--- src/common/lpwr_pkg.sv ---
// constants, field layouts and state encodings for the low-power control block
// assumes a 32-bit apb with byte addresses equal to four times a register index
package lpwr_pkg;

	// register indices as printed; the byte address is four times the index
	localparam logic [31:0] IDX_WAKEUP_CONTROL = 32'hfc04_0013;
	localparam logic [31:0] IDX_CLOCK_GATE_SET_PORT = 32'hfc04_002c;
	localparam logic [31:0] IDX_CLOCK_GATE_CLEAR_PORT = 32'hfc04_002d;
	localparam logic [31:0] IDX_CLOCK_GATE_MAP_HIGH = 32'hfc04_0030;
	localparam logic [31:0] IDX_CLOCK_GATE_MAP_LOW = 32'hfc04_0034;
	localparam logic [31:0] IDX_LOW_POWER_CONTROL = 32'hfc0a_0007;
	localparam logic [31:0] IDX_MISCELLANEOUS_CONTROL = 32'hfc0a_0010;
	localparam logic [31:0] IDX_LOWPOWER_STATUS = 32'hfc04_0038;

	// byte addresses; the top two index bits fall off a 32-bit bus
	localparam logic [31:0] ADDR_WAKEUP_CONTROL = {IDX_WAKEUP_CONTROL[29:0], 2'b00};
	localparam logic [31:0] ADDR_GATE_SET = {IDX_CLOCK_GATE_SET_PORT[29:0], 2'b00};
	localparam logic [31:0] ADDR_GATE_CLEAR = {IDX_CLOCK_GATE_CLEAR_PORT[29:0], 2'b00};
	localparam logic [31:0] ADDR_MAP_HIGH = {IDX_CLOCK_GATE_MAP_HIGH[29:0], 2'b00};
	localparam logic [31:0] ADDR_MAP_LOW = {IDX_CLOCK_GATE_MAP_LOW[29:0], 2'b00};
	localparam logic [31:0] ADDR_LOW_POWER_CONTROL = {IDX_LOW_POWER_CONTROL[29:0], 2'b00};
	localparam logic [31:0] ADDR_MISC_CONTROL = {IDX_MISCELLANEOUS_CONTROL[29:0], 2'b00};
	localparam logic [31:0] ADDR_LOWPOWER_STATUS = {IDX_LOWPOWER_STATUS[29:0], 2'b00};

	// field positions and masks
	localparam int WAKE_ENTRY_EN_BIT = 7;
	localparam logic [7:0] WAKE_WRITE_MASK = 8'h87;
	localparam int GATE_INDEX_MSB = 5;
	localparam int GATE_ALL_BIT = 6;
	localparam int LP_SELECT_LSB = 6;
	localparam int GATE_SLOTS = 64;

	// reset values
	localparam logic [7:0] WAKEUP_CONTROL_RESET = 8'h00;
	localparam logic [7:0] LOW_POWER_CONTROL_RESET = 8'h00;
	localparam logic [15:0] MISC_CONTROL_RESET = 16'h0000;
	localparam logic [63:0] GATE_MAP_RESET = 64'h0000_0000_0000_0000;

	// threshold decode points
	localparam logic [2:0] THR_ANY = 3'h0;
	localparam logic [2:0] THR_TOP = 3'h6;
	localparam logic [2:0] LEVEL_MAX = 3'h7;
	localparam logic [2:0] LEVEL_NONE = 3'h0;

	// processor status code that reports a halt on the stop instruction; value is arbitrary
	localparam logic [3:0] HALT_CODE_DEFAULT = 4'he;

	typedef enum logic [1:0] {
		LP_RUN = 2'b00,
		LP_DOZE = 2'b01,
		LP_WAIT = 2'b10,
		LP_STOP = 2'b11
	} lp_mode_e;

	typedef enum logic [2:0] {
		ST_RUN = 3'b000,
		ST_HALT = 3'b001,
		ST_LOWPOWER = 3'b010,
		ST_EXIT_REQ = 3'b011,
		ST_RESUME = 3'b100
	} lp_state_e;

endpackage

--- src/common/wake_if.sv ---
// carries the pending request level and threshold to the wake evaluator
// assumes both ends sit on the same clock; the path itself is combinational
`timescale 1ns/100ps
interface wake_if;
	logic [2:0] irq_level;
	logic [2:0] threshold;
	logic wake_ok;

	modport ctrl (output irq_level, output threshold, input wake_ok);
	modport eval (input irq_level, input threshold, output wake_ok);
endinterface

--- src/design/lowpower_ctrl.sv ---
// low-power entry/exit control and per-slot peripheral clock gate map
// assumes an apb master on pclk and a core and interrupt controller on pclk
`timescale 1ns/100ps
module lowpower_ctrl
	import lpwr_pkg::*;
#(
	parameter logic [3:0] HALT_CODE = HALT_CODE_DEFAULT,
	parameter logic [15:0] MISC_RESET = MISC_CONTROL_RESET
) (
	// clock and reset
	input wire logic pclk,
	input wire logic presetn,
	// apb slave
	input wire logic psel,
	input wire logic penable,
	input wire logic pwrite,
	input wire logic [31:0] paddr,
	input wire logic [31:0] pwdata,
	input wire logic [3:0] pstrb,
	input wire logic [2:0] pprot,
	output logic [31:0] prdata,
	output logic pready,
	output logic pslverr,
	// core and interrupt controller
	input wire logic [3:0] processor_status_code,
	input wire logic [2:0] irq_level,
	// clock control
	output logic core_clk_en,
	output logic [1:0] lowpower_mode,
	output logic exit_request,
	output logic [GATE_SLOTS-1:0] periph_clk_en
);

	// register state
	logic [7:0] wake_ctl_ff;
	logic [7:0] lp_ctl_ff;
	logic [15:0] misc_ff;
	logic [63:0] map_ff;
	logic [63:0] nxt_map;

	// apb answer flops
	logic [31:0] prdata_ff;
	logic pready_ff;
	logic pslverr_ff;

	// control state
	lp_state_e state_ff;
	lp_state_e nxt_state;
	logic core_clk_en_ff;
	logic nxt_core_clk_en;
	lp_mode_e mode_ff;
	lp_mode_e nxt_mode;
	logic exit_request_ff;
	logic nxt_exit_request;
	logic [GATE_SLOTS-1:0] periph_clk_en_ff;

	// wake path to the evaluator
	wake_if wk ();

	wake_eval u_wake_eval (
		.wk(wk.eval)
	);

	assign wk.irq_level = irq_level;
	assign wk.threshold = wake_ctl_ff[2:0];

	// address decode
	logic hit_wake;
	logic hit_set;
	logic hit_clr;
	logic hit_hi;
	logic hit_lo;
	logic hit_lpc;
	logic hit_misc;
	logic hit_stat;
	logic hit_any;
	logic is_super;
	logic acc_err;

	assign hit_wake = (paddr == ADDR_WAKEUP_CONTROL);
	assign hit_set = (paddr == ADDR_GATE_SET);
	assign hit_clr = (paddr == ADDR_GATE_CLEAR);
	assign hit_hi = (paddr == ADDR_MAP_HIGH);
	assign hit_lo = (paddr == ADDR_MAP_LOW);
	assign hit_lpc = (paddr == ADDR_LOW_POWER_CONTROL);
	assign hit_misc = (paddr == ADDR_MISC_CONTROL);
	assign hit_stat = (paddr == ADDR_LOWPOWER_STATUS);
	assign hit_any = hit_wake | hit_set | hit_clr | hit_hi | hit_lo | hit_lpc | hit_misc
		| hit_stat;

	// pprot[1] high marks a privileged access; everything here is supervisor-only
	assign is_super = pprot[1];
	assign acc_err = ~is_super | ~hit_any;

	// phases: the answer is prepared in setup and presented in the access cycle
	logic setup_ph;
	logic commit;
	logic wr_ok;

	assign setup_ph = psel & ~penable;
	assign commit = psel & penable & pready_ff;
	assign wr_ok = commit & pwrite & ~acc_err;

	// per-register write strobes; narrow registers need lane 0
	logic wr_wake;
	logic wr_set;
	logic wr_clr;
	logic wr_hi;
	logic wr_lo;
	logic wr_lpc;
	logic wr_misc;

	assign wr_wake = wr_ok & hit_wake & pstrb[0];
	assign wr_set = wr_ok & hit_set & pstrb[0];
	assign wr_clr = wr_ok & hit_clr & pstrb[0];
	assign wr_hi = wr_ok & hit_hi;
	assign wr_lo = wr_ok & hit_lo;
	assign wr_lpc = wr_ok & hit_lpc & pstrb[0];
	assign wr_misc = wr_ok & hit_misc;

	// byte lane mask for the 32-bit and 16-bit registers
	logic [31:0] lane_mask;

	assign lane_mask = {{8{pstrb[3]}}, {8{pstrb[2]}}, {8{pstrb[1]}}, {8{pstrb[0]}}};

	// set and clear port fields
	logic [5:0] gate_idx;
	logic gate_all;
	logic [63:0] gate_onehot;

	assign gate_idx = pwdata[GATE_INDEX_MSB:0];
	assign gate_all = pwdata[GATE_ALL_BIT];
	// index 0..31 lands in the low word, 32..63 in the high word
	assign gate_onehot = 64'h0000_0000_0000_0001 << gate_idx;

	// map update; only one bus access per cycle so no two sources collide
	always_comb begin
		nxt_map = map_ff;
		if (wr_hi) begin
			nxt_map[63:32] = (map_ff[63:32] & ~lane_mask) | (pwdata & lane_mask);
		end
		if (wr_lo) begin
			nxt_map[31:0] = (map_ff[31:0] & ~lane_mask) | (pwdata & lane_mask);
		end
		if (wr_set) begin
			if (gate_all) begin
				nxt_map = {64{1'b1}};
			end else begin
				nxt_map = map_ff | gate_onehot;
			end
		end
		if (wr_clr) begin
			if (gate_all) begin
				nxt_map = GATE_MAP_RESET;
			end else begin
				nxt_map = map_ff & ~gate_onehot;
			end
		end
	end

	// read mux; the write-only ports return zero
	logic [31:0] rd_wake;
	logic [31:0] rd_lpc;
	logic [31:0] rd_misc;
	logic [31:0] rd_stat;
	logic [31:0] rd_data;

	assign rd_wake = {24'h00_0000, wake_ctl_ff};
	assign rd_lpc = {24'h00_0000, lp_ctl_ff};
	assign rd_misc = {16'h0000, misc_ff};
	// status packs seven bits, so the pad is 25 wide
	assign rd_stat = {25'h000_0000, exit_request_ff, state_ff, mode_ff, core_clk_en_ff};
	assign rd_data = acc_err ? 32'h0000_0000 :
		hit_wake ? rd_wake :
		hit_hi ? map_ff[63:32] :
		hit_lo ? map_ff[31:0] :
		hit_lpc ? rd_lpc :
		hit_misc ? rd_misc :
		hit_stat ? rd_stat :
		32'h0000_0000;

	// answer flops: ready rises in the access cycle, so no wait states
	always_ff @(posedge pclk or negedge presetn) begin
		if (!presetn) begin
			pready_ff <= 1'b0;
			pslverr_ff <= 1'b0;
			prdata_ff <= 32'h0000_0000;
		end else begin
			pready_ff <= setup_ph;
			pslverr_ff <= setup_ph & acc_err;
			prdata_ff <= (setup_ph & ~pwrite) ? rd_data : 32'h0000_0000;
		end
	end

	// software registers; reserved wakeup bits never store
	always_ff @(posedge pclk or negedge presetn) begin
		if (!presetn) begin
			wake_ctl_ff <= WAKEUP_CONTROL_RESET;
			lp_ctl_ff <= LOW_POWER_CONTROL_RESET;
			misc_ff <= MISC_RESET; // reset value is a parameter, so a chip can pick its own
		end else begin
			if (wr_wake) begin
				wake_ctl_ff <= pwdata[7:0] & WAKE_WRITE_MASK;
			end
			if (wr_lpc) begin
				lp_ctl_ff <= pwdata[7:0];
			end
			if (wr_misc) begin
				misc_ff <= (misc_ff & ~lane_mask[15:0]) | (pwdata[15:0] & lane_mask[15:0]);
			end
		end
	end

	// gate map
	always_ff @(posedge pclk or negedge presetn) begin
		if (!presetn) begin
			map_ff <= GATE_MAP_RESET;
		end else begin
			map_ff <= nxt_map;
		end
	end

	// entry conditions
	logic entry_en;
	logic core_halted;
	lp_mode_e sel_mode;

	assign entry_en = wake_ctl_ff[WAKE_ENTRY_EN_BIT];
	assign core_halted = (processor_status_code == HALT_CODE);
	assign sel_mode = lp_mode_e'(lp_ctl_ff[LP_SELECT_LSB +: 2]);

	// low-power sequencer
	always_comb begin
		nxt_state = state_ff;
		nxt_core_clk_en = core_clk_en_ff;
		nxt_mode = mode_ff;
		nxt_exit_request = exit_request_ff;
		case (state_ff)
			ST_RUN: begin
				// a halt with entry blocked leaves every clock running
				if (core_halted && entry_en) begin
					if (sel_mode == LP_RUN) begin
						nxt_state = ST_HALT;
					end else begin
						nxt_state = ST_LOWPOWER;
						nxt_mode = sel_mode;
						nxt_core_clk_en = 1'b0;
					end
				end
			end
			ST_HALT: begin
				// run select: core stopped but no clock is disabled
				if (wk.wake_ok) begin
					nxt_state = ST_RESUME;
					nxt_exit_request = 1'b1;
				end else if (!core_halted) begin
					nxt_state = ST_RUN;
				end
			end
			ST_LOWPOWER: begin
				if (wk.wake_ok) begin
					nxt_state = ST_EXIT_REQ;
					nxt_exit_request = 1'b1;
				end
			end
			ST_EXIT_REQ: begin
				// core clock comes back one cycle after the exit request, stop-parked peripheral clocks one cycle later
				nxt_state = ST_RESUME;
				nxt_core_clk_en = 1'b1;
				nxt_mode = LP_RUN;
			end
			ST_RESUME: begin
				// hold the request until the core leaves its halt to service it
				if (!core_halted) begin
					nxt_state = ST_RUN;
					nxt_exit_request = 1'b0;
				end
			end
			default: begin
				nxt_state = ST_RUN;
				nxt_core_clk_en = 1'b1;
				nxt_mode = LP_RUN;
				nxt_exit_request = 1'b0;
			end
		endcase
	end

	always_ff @(posedge pclk or negedge presetn) begin
		if (!presetn) begin
			state_ff <= ST_RUN;
			core_clk_en_ff <= 1'b1;
			mode_ff <= LP_RUN;
			exit_request_ff <= 1'b0;
		end else begin
			state_ff <= nxt_state;
			core_clk_en_ff <= nxt_core_clk_en;
			mode_ff <= nxt_mode;
			exit_request_ff <= nxt_exit_request;
		end
	end

	// stop mode also parks every peripheral clock; the map is left untouched
	logic stop_park;

	assign stop_park = (mode_ff == LP_STOP);

	// one gate enable flop per slot
	genvar gi;
	generate
		for (gi = 0; gi < GATE_SLOTS; gi++) begin : g_slot
			always_ff @(posedge pclk or negedge presetn) begin
				if (!presetn) begin
					periph_clk_en_ff[gi] <= 1'b1;
				end else begin
					periph_clk_en_ff[gi] <= ~nxt_map[gi] & ~stop_park;
				end
			end
		end
	endgenerate

	// outputs straight from flops
	assign prdata = prdata_ff;
	assign pready = pready_ff;
	assign pslverr = pslverr_ff;
	assign core_clk_en = core_clk_en_ff;
	assign lowpower_mode = mode_ff;
	assign exit_request = exit_request_ff;
	assign periph_clk_en = periph_clk_en_ff;

endmodule

--- src/design/wake_eval.sv ---
// wake qualifier: compares the pending request level with the threshold
// assumes level 0 means no request; works without any clock
`timescale 1ns/100ps
module wake_eval
	import lpwr_pkg::*;
(
	// link to the controller
	wake_if.eval wk
);

	logic [2:0] need_level;
	logic thr_any;
	logic thr_top;

	// needed level: any, threshold plus one, or only the top level
	assign thr_any = (wk.threshold == THR_ANY);
	assign thr_top = (wk.threshold >= THR_TOP);
	assign need_level = thr_top ? LEVEL_MAX : 3'(wk.threshold + 3'h1);

	// pure gates so it still answers while the core clock is stopped
	assign wk.wake_ok = (wk.irq_level != LEVEL_NONE) &
		(thr_any | (wk.irq_level >= need_level));

endmodule

--- config.mk ---
export PLATFORM = sky130hd
export DESIGN_NAME = lowpower_ctrl
export DESIGN_NICKNAME = d
export VERILOG_FILES = /design/src/common/lpwr_pkg.sv /design/src/common/wake_if.sv /design/src/design/lowpower_ctrl.sv /design/src/design/wake_eval.sv
export SDC_FILE = /design/constraint.sdc
export NUM_CORES = 1
export LEC_CHECK = 0
export BUFFER_PORTS_ARGS = -buffer_cell sky130_fd_sc_hd__buf_2
export CORE_MARGIN = 2
export CORE_UTILIZATION = 35
export DETAILED_ROUTE_END_ITERATION = 7
export PLACE_DENSITY = 0.65
export SETUP_SLACK_MARGIN = 0.1
export SYNTH_ARGS = -nofsm -noshare
export SYNTH_HDL_FRONTEND = slang
export SYNTH_SLANG_ARGS = --single-unit
--- constraint.sdc ---
create_clock -name pclk -period 2.8 [get_ports pclk]
set_input_delay 0 -clock pclk [delete_from_list [all_inputs] [get_ports pclk]]
set_output_delay 0 -clock pclk [all_outputs]
set_load 0.1 [all_outputs]
==> Implementation_results.wiki, run 1 <==
{| class="wikitable"
! Metric !! Value
|-
| Synthesized flop and latch total || between 150 and 200
|-
| Max Clock Freq || ~400 MHz
|-
| Adder-Cell Fraction of Synth Area || 0.00601
|-
| Netlist Area Pre-Place || 10400 um^2
|-
| Outcome || completed
|-
| Worst Path Arrival || between 2 and 3 ns
|-
| Synthesized instance count || just over 1000
|-
| Required time of the critical path || just over 3 ns
|-
| Type of the worst setup path || in2reg
|-
| DRC violation count after routing || 0
|-
| Post-placement worst setup slack || ~0.41 ns
|-
| Layout cell share with drive strength beyond 1 || 0.293
|-
| Die height || 177 um
|-
| Slowest CP cell || dlygate4sd3_1
|-
| Critical path startpoint category || input pin
|-
| Ys async rst share || 1.00
|-
| Share of the synthesized area in compound gates (AO/OA/AOI/OAI) || 0.275
|-
| Routed Antenna Nets || 0
|-
| Share of power burned in the clock network || 0.404
|-
| Number of nets in the synthesized netlist || about 1100
|-
| Standard-cell row count || 63
|-
| Slew at the pin with the worst max-slew slack || approximately 0.99 ns
|-
| Initial drt markers || 1061
|-
| Pins over their slew limit || 0
|-
| Unrepaired setup endpoints after global routing || false
|-
| Root buffer cell || clkbuf_16
|-
| Setup slack after layout || between 0.3 and 0.4 ns
|-
| Routed wire per std cell || roughly 22 um
|-
| Most used flip-flop cell after synthesis || dfrtp_1
|-
| Maximum fanout encountered on the critical timing path || 21
|-
| Largest net degree at the start of global routing || 67
|-
| Most used cell along the critical path || o21ai_0
|-
| Via count of the first global-routing pass || 9527
|-
| Number of antenna violations at the first check in global routing || 4
|-
| Maximum level of the CTS H-tree || 4
|-
| Final hold viol count || 0
|-
| Routed WL || roughly 36 mm
|-
| Power share of the sequential group || 0.463
|-
| Post-CTS Setup Repair Bufs || 0
|-
| Int Power || 0.00443 W
|-
| Tot GR Track Use || 0.232
|-
| Worst hold path class || in2reg
|-
| VDD IR max || between 0.0004 and 0.0005 V
|-
| Drt pass-1 iters || 5
|-
| TritonCTS Sinks || approximately 200
|-
| Pleak || about 5.6 nW
|-
| Global-route wire length before repair || 55.2 mm
|-
| Maximum Capacitance Violations || 0
|-
| Global-route congestion overflow total || 0
|-
| Max transition margin || 0.337
|-
| Time the final worst path needs with I/O delays and setup || ~2.5 ns
|-
| Combinational Power Share || 0.133
|-
| Most common cell after layout, fill and taps aside || buf_2
|-
| TritonCTS Buffers || 17
|-
| Number of flops mapped to enable cells by yosys || 0
|-
| Post-synthesis to final-layout area growth || 23.5%
|-
| Clock latency reported for the late side of the worst-skew pair || 0.46 ns
|-
| Setup total negative slack || 0 ns
|-
| Detailed-placement wirelength estimate || about 25 mm
|-
| Post-detailed-route via-to-cell ratio || a little under 6
|-
| Max Buffers Root-to-Sink || 2
|-
| I/O Buffers || between 150 and 200
|-
| Effective utilization at floorplan || 0.353
|-
| Number of distinct standard cells referenced by the synthesized netlist || 76
|-
| Die Outline Area || 31200 um^2
|-
| Max incr delay on CP || between 0.5 and 0.6 ns
|-
| Psw || 0.00194 W
|-
| Smallest hold slack || about 0.023 ns
|-
| Cell family with the largest share of critical-path delay || buffers and inverters
|-
| Endpoint kind of the worst setup timing path || register
|-
| TritonCTS clock tree || yes
|-
| Share of the yosys chip area belonging to registers || 0.481
|-
| Net count reported at finish || between 1000 and 1500
|-
| Number of buffers and inverters on the critical path || 3
|-
| Fraction of power spent switching nets || 0.304
|-
| Core outline area || about 29000 um^2
|-
| Routability congestion estimate from global placement || 0.935
|-
| Post-synthesis average cell area || roughly 10 um^2
|-
| Period Utilization, post-route || 0.882
|-
| Main combinational cell family by area after synthesis || compound AO/OA/AOI/OAI gates
|-
| Commonest non-fill, non-tap cells in the layout || buf_2, dfrtp_1, o21ai_0
|-
| DR vias || 9616
|-
| Power per cell area || 495 nW/um^2
|-
| Area share of and/or/nand/nor cells after synthesis || 0.166
|-
| Die width || approximately 180 um
|-
| Post-synthesis xor/xnor area fraction || 0.000841
|-
| Final-report setup violation count || 0
|-
| Clk slew on worst S/H paths || ~0.08 ns
|-
| Maximum clock skew at final layout || 0.0130 ns
|-
| Post-synthesis mux area share || 0.0285
|-
| Warning count from the yosys run || 0
|-
| CP Cell Sequence || dlygate4sd3_1, buf_2, nand4_1, nor4_2, buf_4, o2111ai_1, o21ai_0, o21ai_0
|-
| IO Pins || 185
|}
-- layer usage --
layer	routed length, um	part of all wire	GRT usage
met1	15900	0.44	0.323
met2	16500	0.46	0.358
met3	2780	0.077	0.0444
met4	873	0.024	0.0888
met5	0	0	0
-- worst min-delay path, cell delays in order --
cell     delay (ns)
buf_2          0.13
nand3_4        0.14
mux2_2         0.17
-- area by class of cell --
class / instances / area (um^2)
fillers: 2941 / 16600
flip-flops and latches: 197 / 5010
multi-input cells: 720 / 4970
repair buffers: 262 / 1650
well taps: 390 / 488
clock buffers: 18 / 439
clock inverters: 14 / 179
inverters: 33 / 124
diodes: 4 / 10.0
-- power groups by stage --
stage / clock (W) / combinational (W) / sequential [W]
after floorplan: 0 / 0.000236 / 0.00328
after global placement: 0 / 0.000799 / 0.00300
after detailed placement: 0 / 0.000803 / 0.00300
after CTS: 0.00262 / 0.000842 / 0.00295
after global routing: 0.00273 / 0.000895 / 0.00296
final: 0.00257 / 0.000847 / 0.00295
-- repair_timing --
action	4_1_cts	5_1_grt
gates resized for setup	0	1
hold buffers	35	0
hold endpoints to repair	166	0
setup endpoints to repair	0	8
-- flip-flops by register name (all words and copies together), names as in the netlist, named ones only --
register / count
wake_ctl_ff: 4
state_ff: 3
pready: 1
prdata: 32
core_clk_en: 1
pslverr: 1
lp_ctl_ff: 8
exit_request: 1
periph_clk_en: 64
lowpower_mode: 2
map_ff: 64
-- cells by family after synthesis --
family | Yosys count
AOI/OAI and AO/OA | 408
and+or+nand+nor | 278
DFF | 197
buffers and inverters | 115
muxes | 28
adders and majority gates | 5
xor gates and xnor gates | 1
-- Yosys cell counts (9+ instances only) --
library cell / n / share of area
mux2_2: 13 / 0.014
a21oi_1: 77 / 0.037
nand2_1: 27 / 0.0097
dfrtp_1: 132 / 0.32
o21ai_0: 85 / 0.041
nor4b_1: 9 / 0.0076
nor3_1: 50 / 0.024
and3_1: 10 / 0.0060
dfstp_2: 65 / 0.16
o32a_1: 12 / 0.012
buf_2: 11 / 0.0053
o32ai_1: 12 / 0.010
o211a_1: 32 / 0.031
a22oi_1: 46 / 0.033
nand4_1: 10 / 0.0060
nor2_1: 57 / 0.021
nor4_1: 9 / 0.0054
clkbuf_1: 67 / 0.024
a21o_1: 48 / 0.035
inv_1: 33 / 0.012
nand3_1: 10 / 0.0048
mux2i_1: 15 / 0.014
and2_1: 28 / 0.017
a211oi_1: 18 / 0.013
-- through the flow --
stage	total power, W	area (um^2)	util	instances
2_1_floorplan	0.00351	10400	-	1032
3_5_place_dp	0.00381	11900	0.403	1567
3_3_place_gp	0.00380	11900	0.403	1567
5_1_grt	0.00658	12900	0.436	1638
6_report	0.00637	12900	0.436	1638
4_1_cts	0.00641	12800	0.436	1634
-- worst paths after layout --
path                          start                end  slack, ns  cells after the start
max                         penable         map_ff[46]       0.33                      8
min                        pstrb[1]           register       0.02                      3
max reg2reg                  pready           register       0.41                      5
min reg2reg                register           register       0.52                      1
max in group asynchronous   presetn  periph_clk_en[28]       1.82                      3
min in group asynchronous   presetn       exit_request       0.10                      2
No activity file was read; power rests on OpenSTA's default activity.
==> inputs of run 2 (changes only) <==
--- a/config.mk
+++ b/config.mk
@@ -7,9 +7,9 @@
 export LEC_CHECK = 0
 export BUFFER_PORTS_ARGS = -buffer_cell sky130_fd_sc_hd__buf_2
 export CORE_MARGIN = 2
-export CORE_UTILIZATION = 35
+export CORE_UTILIZATION = 30
 export DETAILED_ROUTE_END_ITERATION = 7
-export PLACE_DENSITY = 0.65
+export PLACE_DENSITY = 0.59
 export SETUP_SLACK_MARGIN = 0.1
 export SYNTH_ARGS = -nofsm -noshare
 export SYNTH_HDL_FRONTEND = slang
==> run 2 against run 1 <==
Against the previous run: highest routed layer is now met5; clock-buffer cell count down 1; via count up 0.59%; largest cell class unchanged; die area up 16%; utilization down 5.9 points; sequential cell count unchanged.
==> Implementation_results.wiki, run 2 (synthesized netlist as in run 1, its figures left out) <==
{| class="wikitable"
! Metric !! Value
|-
| I/O Buffers || 182 (unchanged)
|-
| IO Pins || 185 (unchanged)
|-
| Post-Layout Inst Area || 13000 um^2 (+0.78%)
|-
| Maximum clock skew at final layout || 0.0246 ns (+0.0116 ns)
|-
| Die Outline Area || 36200 um^2 (+16%)
|-
| Crit path depth || 8 (unchanged)
|-
| Pins over their slew limit || 0 (unchanged)
|-
| Detailed-placement wirelength estimate || 26.7 mm (+6.7%)
|-
| Time the final worst path needs with I/O delays and setup || 2.49 ns (+0.0193 ns)
|-
| Root buffer cell || clkbuf_16
|-
| DRC violation count after routing || 0 (unchanged)
|-
| Cell family with the largest share of critical-path delay || compound AO/OA/AOI/OAI gates
|-
| Top Usage Layer GRT || met2
|-
| Initial drt markers || 997 (-6.0%)
|-
| Maximum fanout encountered on the critical timing path || 22 (+4.8%)
|-
| Tot GR Track Use || 0.209 (-0.0237)
|-
| Worst Path Arrival || 2.89 ns (+0.12 ns)
|-
| Die width || 190 um (+7.8%)
|-
| TritonCTS clock tree || yes
|-
| Routed Antenna Nets || 0 (unchanged)
|-
| Reg-to-Reg Start || pready
|-
| Maximum Capacitance Violations || 0 (unchanged)
|-
| Endpoint kind of the worst setup timing path || register
|-
| Net count reported at finish || 1323 (+0.30%)
|-
| CP Cell Sequence || dlygate4sd3_1, buf_2, nand4_1, nor4_2, buf_4, o2111ai_1, o21ai_0, o211a_1
|-
| Met2 global-route usage || 0.316 (-0.0423)
|-
| Startpoint of the most critical hold path || pstrb[1]
|-
| Outcome || completed
|-
| Worst hold path class || in2reg
|-
| Number of antenna violations at the first check in global routing || 3 (-1)
|-
| Maximum level of the CTS H-tree || 4 (unchanged)
|-
| Clock latency reported for the late side of the worst-skew pair || 0.47 ns (about the same)
|-
| Pleak || 5.64 nW (about the same)
|-
| Power per cell area || 489 nW/um^2 (-1.3%)
|-
| Number of buffers and inverters on the critical path || 3 (unchanged)
|-
| Most common cell after layout, fill and taps aside || buf_2
|-
| Commonest non-fill, non-tap cells in the layout || buf_2, dfrtp_1, o21ai_0
|-
| Worst setup path endpoint || periph_clk_en[63]
|-
| Reg-to-reg setup timing slack || 0.38 ns (-0.03 ns)
|-
| Post-detailed-placement cell area || 12000 um^2 (+1.3%)
|-
| Critical path startpoint category || input pin
|-
| Required time of the critical path || 3.20 ns (+0.10 ns)
|-
| Period Utilization, post-route || 0.888 (+0.00689)
|-
| Max incr delay on CP || 0.53 ns (about the same)
|-
| Unrepaired setup endpoints after global routing || false
|-
| Length in cells of the worst reg-to-reg path || 6 (+1)
|-
| Post-detailed-route via-to-cell ratio || 5.67 (-3.4%)
|-
| Effective utilization at floorplan || 0.303 (-0.0503)
|-
| Layout cell share with drive strength beyond 1 || 0.297 (+0.00387)
|-
| Post-synthesis to final-layout area growth || 24.4%
|-
| Clk slew on worst S/H paths || 0.08 ns (about the same)
|-
| Routed wire per std cell || 22.2 um (+0.73%)
|-
| TritonCTS Buffers || 17 (unchanged)
|-
| Routed WL || 37.8 mm (+4.8%)
|-
| Standard-cell row count || 68 (+7.9%)
|-
| Global-route wire length before repair || 57.3 mm (+3.8%)
|-
| Slew at the pin with the worst max-slew slack || 0.953 ns (-0.0407 ns)
|-
| VDD IR max || 0.000300 V (-30%)
|-
| Setup total negative slack || 0 ns (unchanged)
|-
| Largest net degree at the start of global routing || 95 (+42%)
|-
| Via count of the first global-routing pass || 9430 (-1.0%)
|-
| Met3 usage || 0.0438 (-0.000560)
|-
| Max transition margin || 0.365 (+0.0271)
|-
| Slowest CP cell || dlygate4sd3_1
|-
| Core outline area || 34400 um^2 (+17%)
|-
| Die height || 190 um (+7.8%)
|-
| RR Endpoint || periph_clk_en[63]
|-
| TritonCTS Sinks || 197 (unchanged)
|-
| Routability congestion estimate from global placement || 0.900 (-3.7%)
|-
| Final-report setup violation count || 0 (unchanged)
|-
| Max Clock Freq || 402 MHz (-0.78%)
|-
| Critical path origin || penable
|-
| Final hold viol count || 0 (unchanged)
|-
| DR vias || 9673 (+0.59%)
|-
| GR met1 Demand/Resource || 0.288 (-0.0352)
|-
| Type of the worst setup path || in2reg
|-
| Drt pass-1 iters || 6 (+1)
|-
| Max Buffers Root-to-Sink || 2 (unchanged)
|-
| Global-route congestion overflow total || 0 (unchanged)
|}
-- run 2: cell count changes in the layout (fill, tap and decap cells not counted), sizes merged --
cell	change
dlygate4sd3	-2
clkinv	-2
clkinvlp	+4
buf	+6
diode	-2
inv	-1
clkbuf	-1
-- run 2: worst reg2reg max path, delay by kind of cell, from the launching register on --
kind,cells,cell delay (ns)
flops,1,0.56
compound gates,3,1.12
buf+inv,1,0.32
simple gates,2,0.36
-- run 2: final cells by class --
class	instances	area, um^2
clock inverters	15	166
flip-flops and latches	197	5010
fillers	3437	21400
clock buffers	17	425
multi-input cells	720	4970
well taps	455	569
inverters	33	124
repair buffers	266	1700
diodes	2	5.00
-- run 2: layer usage --
layer	part of all wire	up-vias
met1	0.43	4769
met3	0.084	86
met5	0.00045	-
met4	0.037	2
met2	0.45	474
li1	-	4342
-- run 2: worst min-delay path by stage --
stage	end	slack (ns)	cells after the start
2_1_floorplan	async pin	-0.30	0
3_3_place_gp	lp_ctl_ff[3]	0.15	1
3_5_place_dp	async pin	0.16	1
4_1_cts	register	0.004	3
5_1_grt	register	0.02	3
6_report	register	0.02	3
-- run 2: through the flow --
stage          setup WS, ns  std cells   util  total power (W)  hold slack [ns]
2_1_floorplan         0.349       1032      -          0.00351           -0.296
3_3_place_gp          0.492       1638  0.350          0.00382            0.154
3_5_place_dp          0.440       1638  0.350          0.00382            0.162
4_1_cts               0.404       1703  0.377          0.00639          0.00391
5_1_grt               0.176       1705  0.377          0.00655           0.0158
6_report              0.312       1705  0.377          0.00634           0.0183
-- run 2: where the power goes --
| group | total [W] | internal (W) | switching, W | leakage (nW) |
|---|---|---|---|---|
| clock | 0.00252 | 0.00127 | 0.00125 | 0.280 |
| combinational | 0.000860 | 0.000215 | 0.000644 | 2.92 |
| sequential | 0.00295 | 0.00291 | 0.0000448 | 2.44 |
| total | 0.00634 | 0.00439 | 0.00194 | 5.64 |
-- run 2: timing repair --
item,4_1_cts,5_1_grt
setup endpoints to repair,0,3
resized for setup,0,1
hold buffers,33,0
buffers inserted,0,0
hold endpoints to repair,158,0
